$ cat config.mk
export PLATFORM = sky130hd
export DESIGN_NAME = csk_compare_skip
export DESIGN_NICKNAME = d
export VERILOG_FILES = /design/src/csk_pkg.sv /design/src/csk_compare_skip.sv /design/src/csk_cmp.sv
export SDC_FILE = /design/constraint.sdc
export NUM_CORES = 1
export LEC_CHECK = 0
export BUFFER_PORTS_ARGS = -buffer_cell sky130_fd_sc_hd__buf_2
export CAP_MARGIN = 0
export CORE_AREA = 4 4 101 103
export CTS_CLUSTER_SIZE = 12
export DETAILED_ROUTE_END_ITERATION = 8
export DIE_AREA = 0 0 105 107
export PLACE_DENSITY = 0.73
export RECOVER_POWER = 50
export SLEW_MARGIN = 5
export SYNTH_ARGS = -nofsm -noshare
export SYNTH_HDL_FRONTEND = slang
export SYNTH_SLANG_ARGS = --single-unit
export TNS_END_PERCENT = 30
$ cat constraint.sdc
create_clock -name clk_sys -period 2.6 [get_ports clk_sys]
set_clock_uncertainty 0.15 [all_clocks]
set_input_delay 0.39 -clock clk_sys [delete_from_list [all_inputs] [get_ports clk_sys]]
set_output_delay 0.39 -clock clk_sys [all_outputs]
set_load 0.01 [all_outputs]
$ cat src/csk_pkg.sv
// Purpose: shared constants and types of the compare-skip unit
// Assumes: one instruction cycle is four clk_sys periods (Q1..Q4)
// Notes: program counter counts bytes, one program word is two bytes
package csk_pkg;
  // phase counter and timing
  localparam int CSK_PHASES = 4;
  localparam logic [1:0] CSK_PH_Q1 = 2'h0;
  localparam logic [1:0] CSK_PH_Q2 = 2'h1;
  localparam logic [1:0] CSK_PH_Q3 = 2'h2;
  localparam logic [1:0] CSK_PH_Q4 = 2'h3;
  localparam logic [3:0] CSK_CNT_ONE = 4'h1;
  localparam logic [3:0] CSK_CNT_ZERO = 4'h0;
  // opcode fields
  localparam logic [3:0] CSK_OP_HI = 4'h6;
  localparam logic [2:0] CSK_SEL_LT = 3'h0;
  localparam logic [2:0] CSK_SEL_EQ = 3'h1;
  localparam logic [2:0] CSK_SEL_GT = 3'h2;
  // addressing
  localparam logic [7:0] CSK_IDX_LIMIT = 8'h5f;
  localparam logic [3:0] CSK_ACC_LOW_BANK = 4'h0;
  localparam logic [3:0] CSK_ACC_HIGH_BANK = 4'hf;
  // program counter and reset values
  localparam logic [15:0] CSK_WORD_BYTES = 16'h0002;
  localparam logic [15:0] CSK_PC_RST = 16'h0000;
  localparam logic [11:0] CSK_ADDR_RST = 12'h000;
  localparam logic [1:0] CSK_LEN_MIN = 2'h1;

  typedef enum logic [1:0] {CSK_KIND_LT, CSK_KIND_EQ, CSK_KIND_GT} csk_kind_t;
  typedef enum logic [1:0] {CSK_ST_IDLE, CSK_ST_EXEC, CSK_ST_FLUSH} csk_state_t;

  typedef struct packed {
    logic [3:0] opHi;
    logic [2:0] sel;
    logic bankSel;
    logic [7:0] file;
  } csk_instr_t;

  typedef struct packed {
    logic [7:0] workReg;
    logic [3:0] bankReg;
    logic [11:0] idxBase;
    logic extEn;
  } csk_core_t;

  typedef struct packed {
    logic gt;
    logic lt;
    logic eq;
  } csk_flags_t;
endpackage

$ cat src/csk_compare_skip.sv
// Purpose: execution of the compare-file-with-working-register-and-skip instructions
// Assumes: fetch holds the word and its successor length while instrValid is high
// Notes: memory read data is valid in the clock after memRdEn_q
// How it works
// (RULE1) high byte 0110 010a skips the next instruction when file exceeds working register
// (RULE2) high byte 0110 000a skips the next instruction when file is below working register
// (RULE3) compare by unsigned subtraction, result only decides the skip
// (RULE4) on skip the prefetched instruction is discarded and a no-op cycle runs
// (RULE5) one word; one cycle without skip, two when skipping a one-word instruction
// (RULE6) skipping a two-word instruction takes three cycles, later ones all no-op
// (RULE7) skipping a three-word instruction takes four cycles, each following word flushed
// (RULE8) bank bit 0 picks the access bank, 1 picks the bank register's bank
// (RULE9) bank bit 0, extended set on and file at most 95 gives indexed literal offset
// (RULE10) equal variant skips the following instruction when file equals working register
// (RULE11) no flags, working register or file are written; Q4 does no write-back
// (RULE12) Q1 decodes, Q2 reads the file, Q3 compares before the next fetch executes
`timescale 1ns/100ps
module csk_compare_skip (
  input wire logic clk_sys,
  input wire logic rst,
  input wire logic instrValid,
  input csk_pkg::csk_instr_t instr,
  input wire logic [1:0] nextWords,
  input wire logic [15:0] pcIn,
  input csk_pkg::csk_core_t core,
  input wire logic [7:0] memRdData,
  output logic busy_q,
  output logic [1:0] phase_q,
  output logic memRdEn_q,
  output logic [11:0] memAddr_q,
  output logic modeIndexed_q,
  output logic skip_q,
  output logic nopCycle_q,
  output logic writeBack_q,
  output logic pcValid_q,
  output logic [15:0] pcNext_q
);
  import csk_pkg::*;

  csk_state_t state_q, state_d;
  csk_kind_t kind_q, kind_d;
  logic [15:0] pc_q, pc_d;
  logic [1:0] len_q, len_d;
  logic [3:0] cnt_q, cnt_d;
  logic busy_d;
  logic [1:0] phase_d;
  logic memRdEn_d;
  logic [11:0] memAddr_d;
  logic modeIndexed_d;
  logic skip_d;
  logic nopCycle_d;
  logic pcValid_d;
  logic [15:0] pcNext_d;
  logic isCmp;
  logic accept;
  logic indexed;
  logic [11:0] addr;
  logic [1:0] lenIn;
  logic skipNow;
  csk_flags_t flags;

  csk_cmp u_cmp (
    .fileVal(memRdData),
    .workReg(core.workReg),
    .flags(flags)
  );

  always_comb begin
    // decode in Q1 of an idle slot
    isCmp = (instr.opHi == CSK_OP_HI) && ((instr.sel == CSK_SEL_GT) || (instr.sel == CSK_SEL_LT)
            || (instr.sel == CSK_SEL_EQ)); // RULE1 RULE2 RULE10
    accept = (state_q == CSK_ST_IDLE) && instrValid && isCmp; // RULE12
    lenIn = (nextWords == 2'h0) ? CSK_LEN_MIN : nextWords;
    // operand address
    indexed = !instr.bankSel && core.extEn && (instr.file <= CSK_IDX_LIMIT); // RULE9
    if (indexed) begin
      addr = core.idxBase + {4'h0, instr.file}; // RULE9
    end else if (instr.bankSel) begin
      addr = {core.bankReg, instr.file}; // RULE8
    end else if (instr.file <= CSK_IDX_LIMIT) begin
      addr = {CSK_ACC_LOW_BANK, instr.file}; // RULE8
    end else begin
      addr = {CSK_ACC_HIGH_BANK, instr.file}; // RULE8
    end
    // skip decision from the unsigned compare
    case (kind_q)
      CSK_KIND_GT: skipNow = flags.gt; // RULE1
      CSK_KIND_LT: skipNow = flags.lt; // RULE2
      CSK_KIND_EQ: skipNow = flags.eq; // RULE10
      default: skipNow = 1'b0;
    endcase
  end

  always_comb begin
    state_d = state_q;
    kind_d = kind_q;
    pc_d = pc_q;
    len_d = len_q;
    cnt_d = cnt_q;
    busy_d = busy_q;
    phase_d = phase_q;
    memRdEn_d = 1'b0;
    memAddr_d = memAddr_q;
    modeIndexed_d = modeIndexed_q;
    skip_d = skip_q;
    nopCycle_d = nopCycle_q;
    pcValid_d = 1'b0;
    pcNext_d = pcNext_q;
    case (state_q)
      CSK_ST_IDLE: begin
        phase_d = CSK_PH_Q1;
        busy_d = 1'b0;
        if (accept) begin
          state_d = CSK_ST_EXEC;
          if (instr.sel == CSK_SEL_GT) begin
            kind_d = CSK_KIND_GT;
          end else if (instr.sel == CSK_SEL_LT) begin
            kind_d = CSK_KIND_LT;
          end else begin
            kind_d = CSK_KIND_EQ;
          end
          pc_d = pcIn;
          len_d = lenIn;
          busy_d = 1'b1;
          phase_d = CSK_PH_Q2;
          memRdEn_d = 1'b1; // RULE12
          memAddr_d = addr;
          modeIndexed_d = indexed;
          skip_d = 1'b0;
        end
      end
      CSK_ST_EXEC: begin
        if (phase_q == CSK_PH_Q2) begin
          phase_d = CSK_PH_Q3;
        end else if (phase_q == CSK_PH_Q3) begin
          phase_d = CSK_PH_Q4;
          skip_d = skipNow; // RULE3 RULE12
        end else begin
          // Q4 is a no-op, nothing written back
          phase_d = CSK_PH_Q1;
          if (skip_q) begin
            state_d = CSK_ST_FLUSH; // RULE4
            nopCycle_d = 1'b1;
            cnt_d = 4'(int'(len_q) * CSK_PHASES) - CSK_CNT_ONE; // RULE6 RULE7
          end else begin
            state_d = CSK_ST_IDLE; // RULE5
            busy_d = 1'b0;
            pcValid_d = 1'b1;
            pcNext_d = pc_q + CSK_WORD_BYTES; // RULE10
          end
        end
      end
      CSK_ST_FLUSH: begin
        // every phase of every flushed word is a no-op
        phase_d = phase_q + 2'h1;
        cnt_d = cnt_q - CSK_CNT_ONE;
        if (cnt_q == CSK_CNT_ZERO) begin
          state_d = CSK_ST_IDLE;
          busy_d = 1'b0;
          nopCycle_d = 1'b0;
          pcValid_d = 1'b1;
          pcNext_d = pc_q + CSK_WORD_BYTES + {13'h0000, len_q, 1'b0}; // RULE10 RULE6 RULE7
        end
      end
      default: begin
        state_d = CSK_ST_IDLE;
        nopCycle_d = 1'b0;
        busy_d = 1'b0;
      end
    endcase
  end

  always_ff @(posedge clk_sys) begin
    if (rst) begin
      state_q <= CSK_ST_IDLE;
      kind_q <= CSK_KIND_LT;
      pc_q <= CSK_PC_RST;
      len_q <= CSK_LEN_MIN;
      cnt_q <= CSK_CNT_ZERO;
      busy_q <= 1'b0;
      phase_q <= CSK_PH_Q1;
      memRdEn_q <= 1'b0;
      memAddr_q <= CSK_ADDR_RST;
      modeIndexed_q <= 1'b0;
      skip_q <= 1'b0;
      nopCycle_q <= 1'b0;
      writeBack_q <= 1'b0;
      pcValid_q <= 1'b0;
      pcNext_q <= CSK_PC_RST;
    end else begin
      state_q <= state_d;
      kind_q <= kind_d;
      pc_q <= pc_d;
      len_q <= len_d;
      cnt_q <= cnt_d;
      busy_q <= busy_d;
      phase_q <= phase_d;
      memRdEn_q <= memRdEn_d;
      memAddr_q <= memAddr_d;
      modeIndexed_q <= modeIndexed_d;
      skip_q <= skip_d;
      nopCycle_q <= nopCycle_d;
      writeBack_q <= 1'b0; // RULE11
      pcValid_q <= pcValid_d;
      pcNext_q <= pcNext_d;
    end
  end
endmodule

$ cat src/csk_cmp.sv
// Purpose: unsigned compare of a file byte against the working register
// Assumes: both operands are plain unsigned bytes
// Notes: the difference only feeds the flags, it is never stored
`timescale 1ns/100ps
module csk_cmp (
  input wire logic [7:0] fileVal,
  input wire logic [7:0] workReg,
  output csk_pkg::csk_flags_t flags
);
  import csk_pkg::*;

  logic [8:0] diff;

  always_comb begin
    // subtract working register from file byte, borrow means below
    diff = {1'b0, fileVal} - {1'b0, workReg}; // RULE3
    flags.lt = diff[8]; // RULE3
    flags.eq = (diff[7:0] == 8'h00);
    flags.gt = !diff[8] && (diff[7:0] != 8'h00);
  end
endmodule

==> impl_metrics.env <==
export IMPL_grt_pass1_vias=3890
export IMPL_hp_class="primary input to register"
export IMPL_post_cts_resized=0
export IMPL_antenna_cells=0
export IMPL_synthCells=535
export IMPL_grt_antenna_before_repair=0
export IMPL_htreeDepth=3
export IMPL_cts_buffers=9
export IMPL_reg2reg_depth=9
export IMPL_post_dp_cell_area_sq_mm=0.004745
export IMPL_cts_tree="built"
export IMPL_drt_vias_per_instance=5.395
export IMPL_yosys_top_cells_area="dfxtp_1 30%, ha_1 8.6%, nand2_1 7.2%, a21oi_1 6.0%, nor2_1 3.8%"
export IMPL_ys_async_sr_fraction_pct=0
export IMPL_initialDrtViolationCount=218
export IMPL_synth_edff_count=0
export IMPL_insertion_delay_ns=0.34
export IMPL_slew_headroom_pct=61.08
export IMPL_drtPass1Iterations=4
export IMPL_arrival_ns=2.53
export IMPL_power_density_mw_per_mm2=427.9
export IMPL_cp_buffers_inverters=1
export IMPL_cap_violations=0
export IMPL_ys_ff_latch=62
export IMPL_worstSetupStartpoint="pc_q[1]"
export IMPL_syn_num_nets=635
export IMPL_portBuffers=105
export IMPL_yosysMostFrequentCell="nand2_1"
export IMPL_fp_dieW_microns=105
export IMPL_wl_per_cell_microns=14.21
export IMPL_core_sq_mm=0.009196
export IMPL_grt_overflow_total=0
export IMPL_drc_errors=0
export IMPL_avgSynthCellArea_sq_um=7.648
export IMPL_fill_cells=903
export IMPL_worst_slack_ns=0.1817
export IMPL_ys_warn_count=0
export IMPL_grt_pass1_wl_mm=17.88
export IMPL_cts_reportedPaths_clkPinSlew_ns=0.07
export IMPL_syn_area_sq_mm=0.004091
export IMPL_crit_path_end="pcNext_q[5]"
export IMPL_leakagePower_nw=1.847
export IMPL_clock_sinks=62
export IMPL_finalSetupViolations=0
export IMPL_grt_usage_pct=18.95
export IMPL_rr_endpoint="pcNext_q[5]"
export IMPL_clockRootBuffer="clkbuf_8"
export IMPL_period_share_pct=93.01
export IMPL_maxSlewViolCount=0
export IMPL_io_pins=107
export IMPL_path_max_fanout=5
export IMPL_fmax_mhz=413.5
export IMPL_dp_hpwl_mm=8.349
export IMPL_tightest_slew_ns=0.5838
export IMPL_yosys_cell_types_count=62
export IMPL_path_delay_family="adder cells"
export IMPL_cp_end_kind="register"
export IMPL_nets=739
export IMPL_path_cells="ha_2, fa_1, and3_1, buf_4, a22o_1, a32oi_1, xnor2_1, nand2_1, a21oi_1"
export IMPL_start_kind="register"
export IMPL_gp_congestion=0.8775
export IMPL_stdcell_area_sq_mm=0.004902
export IMPL_cp_slowest_stage_delay_ns=0.44
export IMPL_period_minus_slack_ns=2.418
export IMPL_yosysSeqAreaShare_pct=30.34
export IMPL_place_ws_ns=0.04278
export IMPL_wl_mm=10.73
export IMPL_vias=4073
export IMPL_ir_drop_mv=0.2449
export IMPL_drive_gt1_share_pct=17.08
export IMPL_r2r_slack_ns=0.18
export IMPL_rsz0062_at_grt="false"
export IMPL_rows=35
export IMPL_rr_startpoint="pc_q[1]"
export IMPL_syn_to_final_growth_pct=19.82
export IMPL_ctsLongestPathBuffers=2
export IMPL_die_h_microns=107
export IMPL_synth_area_leader_cell="dfxtp_1"
export IMPL_outcome="finished clean"
export IMPL_synth_commonest_cells="78 x nand2_1, 62 x dfxtp_1, 49 x a21oi_1, 41 x nor2_1, 28 x ha_1"
export IMPL_grt_max_degree=30
export IMPL_yosys_area_top_type_share_pct=30.34
export IMPL_start_util_pct=44.49
export IMPL_post_cts_repair_setup_buffers=0
export IMPL_hold_violations=0
export IMPL_slowest_stage="fa_1"
export IMPL_die_area_sq_mm=0.01124
export IMPL_yosys_most_used_dff="dfxtp_1"
export IMPL_hold_buffers=0
export IMPL_drtAntennaViolNets=0
export IMPL_setup_tns_ns=0
export IMPL_critical_path_class="register to register"
export IMPL_required_ns=2.71
export IMPL_crit_cells=9
-- per-stage QoR --
step | hold slack [ns] | instances | util (%) | total power [W]
3_5_place_dp | 0.2917 | 739 | 51.59 | 0.001231
5_1_grt | 0.1368 | 755 | 53.31 | 0.002186
6_report | 0.1428 | 755 | 53.31 | 0.002097
4_1_cts | 0.1260 | 755 | 53.86 | 0.002115
3_3_place_gp | 0.2890 | 739 | 51.59 | 0.001226
2_1_floorplan | 0.2821 | 535 | - | 0.001132
-- flip-flops by register name, summed over array words and instances, names as in the netlist --
register	cells
cnt_q	4
len_q	2
kind_q	2
pc_q	16
busy_q	1
memAddr_q	12
skip_q	1
pcNext_q	16
modeIndexed_q	1
state_q	2
memRdEn_q	1
phase_q	2
pcValid_q	1
nopCycle_q	1
-- worst min-delay path by stage --
stage / depth (start not counted) / slack (ns) / to / startpoint
floorplan: 2 / 0.28 / pc_q[0] / pc_q[0]
global placement: 2 / 0.29 / pcNext_q[14] / pcNext_q[14]
detailed placement: 2 / 0.29 / pcNext_q[11] / pcNext_q[11]
CTS: 3 / 0.13 / pc_q[7] / pcIn[7]
global route: 3 / 0.14 / pc_q[7] / pcIn[7]
finish: 3 / 0.14 / pc_q[15] / pcIn[15]
-- metal layers --
layer | global-route usage (%) | vias to the layer above | part of all wire (%)
met2 | 31.85 | 123 | 47
met3 | 3.552 | 14 | 4.8
met4 | 4.873 | 0 | 1.2
li1 | - | 2088 | -
met1 | 25.06 | 1848 | 47
met5 | 0 | - | 0
-- cell type report --
class / instances / area [sq um] / area share [%]
clock buffer: 11 / 151.4 / 3.088
clock inverter: 5 / 57.56 / 1.174
inverter: 27 / 101.3 / 2.067
multi-input combinational: 419 / 2628 / 53.60
sequential: 62 / 1242 / 25.34
tap: 111 / 138.9 / 2.833
timing repair buffer: 120 / 583.1 / 11.89
-- report_power, final --
group	switching, W	total [W]	leakage [nW]	internal [W]
combinational	0.000136	0.000250	1.25	0.000114
sequential	0.00000508	0.000959	0.500	0.000954
clock	0.000395	0.000888	0.0976	0.000493
total	0.000536	0.00210	1.85	0.00156
-- placed cells by master (no fill, tap or decap), types with 3 or more instances in the layout --
cell type,Yosys,final
a211oi_1,14,14
a21o_1,5,5
a21oi_1,49,49
a31oi_1,3,3
and2_1,3,3
and3_1,4,4
buf_2,3,69
buf_4,3,12
clkbuf_1,20,38
clkbuf_8,0,11
clkinvlp_4,0,3
dfxtp_1,62,61
ha_1,28,27
inv_1,27,27
mux2i_1,4,4
nand2_1,78,78
nand2b_1,5,5
nand3_1,16,16
nand3b_1,8,8
nand4_1,3,3
nor2_1,41,41
nor2b_1,10,10
nor3_1,27,27
nor3b_1,5,5
nor4_1,4,4
o21ai_0,21,21
o21bai_1,3,3
o22ai_1,7,7
o31a_1,3,3
or3_1,5,5
xnor2_1,17,17
xor2_1,14,14
-- worst register-to-register path, cell delays in order (launching register included) --
cell and delay, ns:
dfxtp_2 0.37, ha_2 0.31, fa_1 0.44, and3_1 0.18
buf_4 0.14, a22o_1 0.17, a32oi_1 0.20, xnor2_1 0.17
nand2_1 0.09, a21oi_1 0.13
-- logic make-up after synthesis --
family / after synthesis / synth area share, %
and+or+nand+nor: 224 / 27.00
xor gates and xnor gates: 31 / 6.636
buffers and inverters: 54 / 5.504
muxes: 5 / 1.254
DFF: 62 / 30.34
AOI/OAI and AO/OA: 128 / 19.63
adders and majority gates: 30 / 9.541
other: 1 / 0.09166
Power figures use the tool's default switching activity.
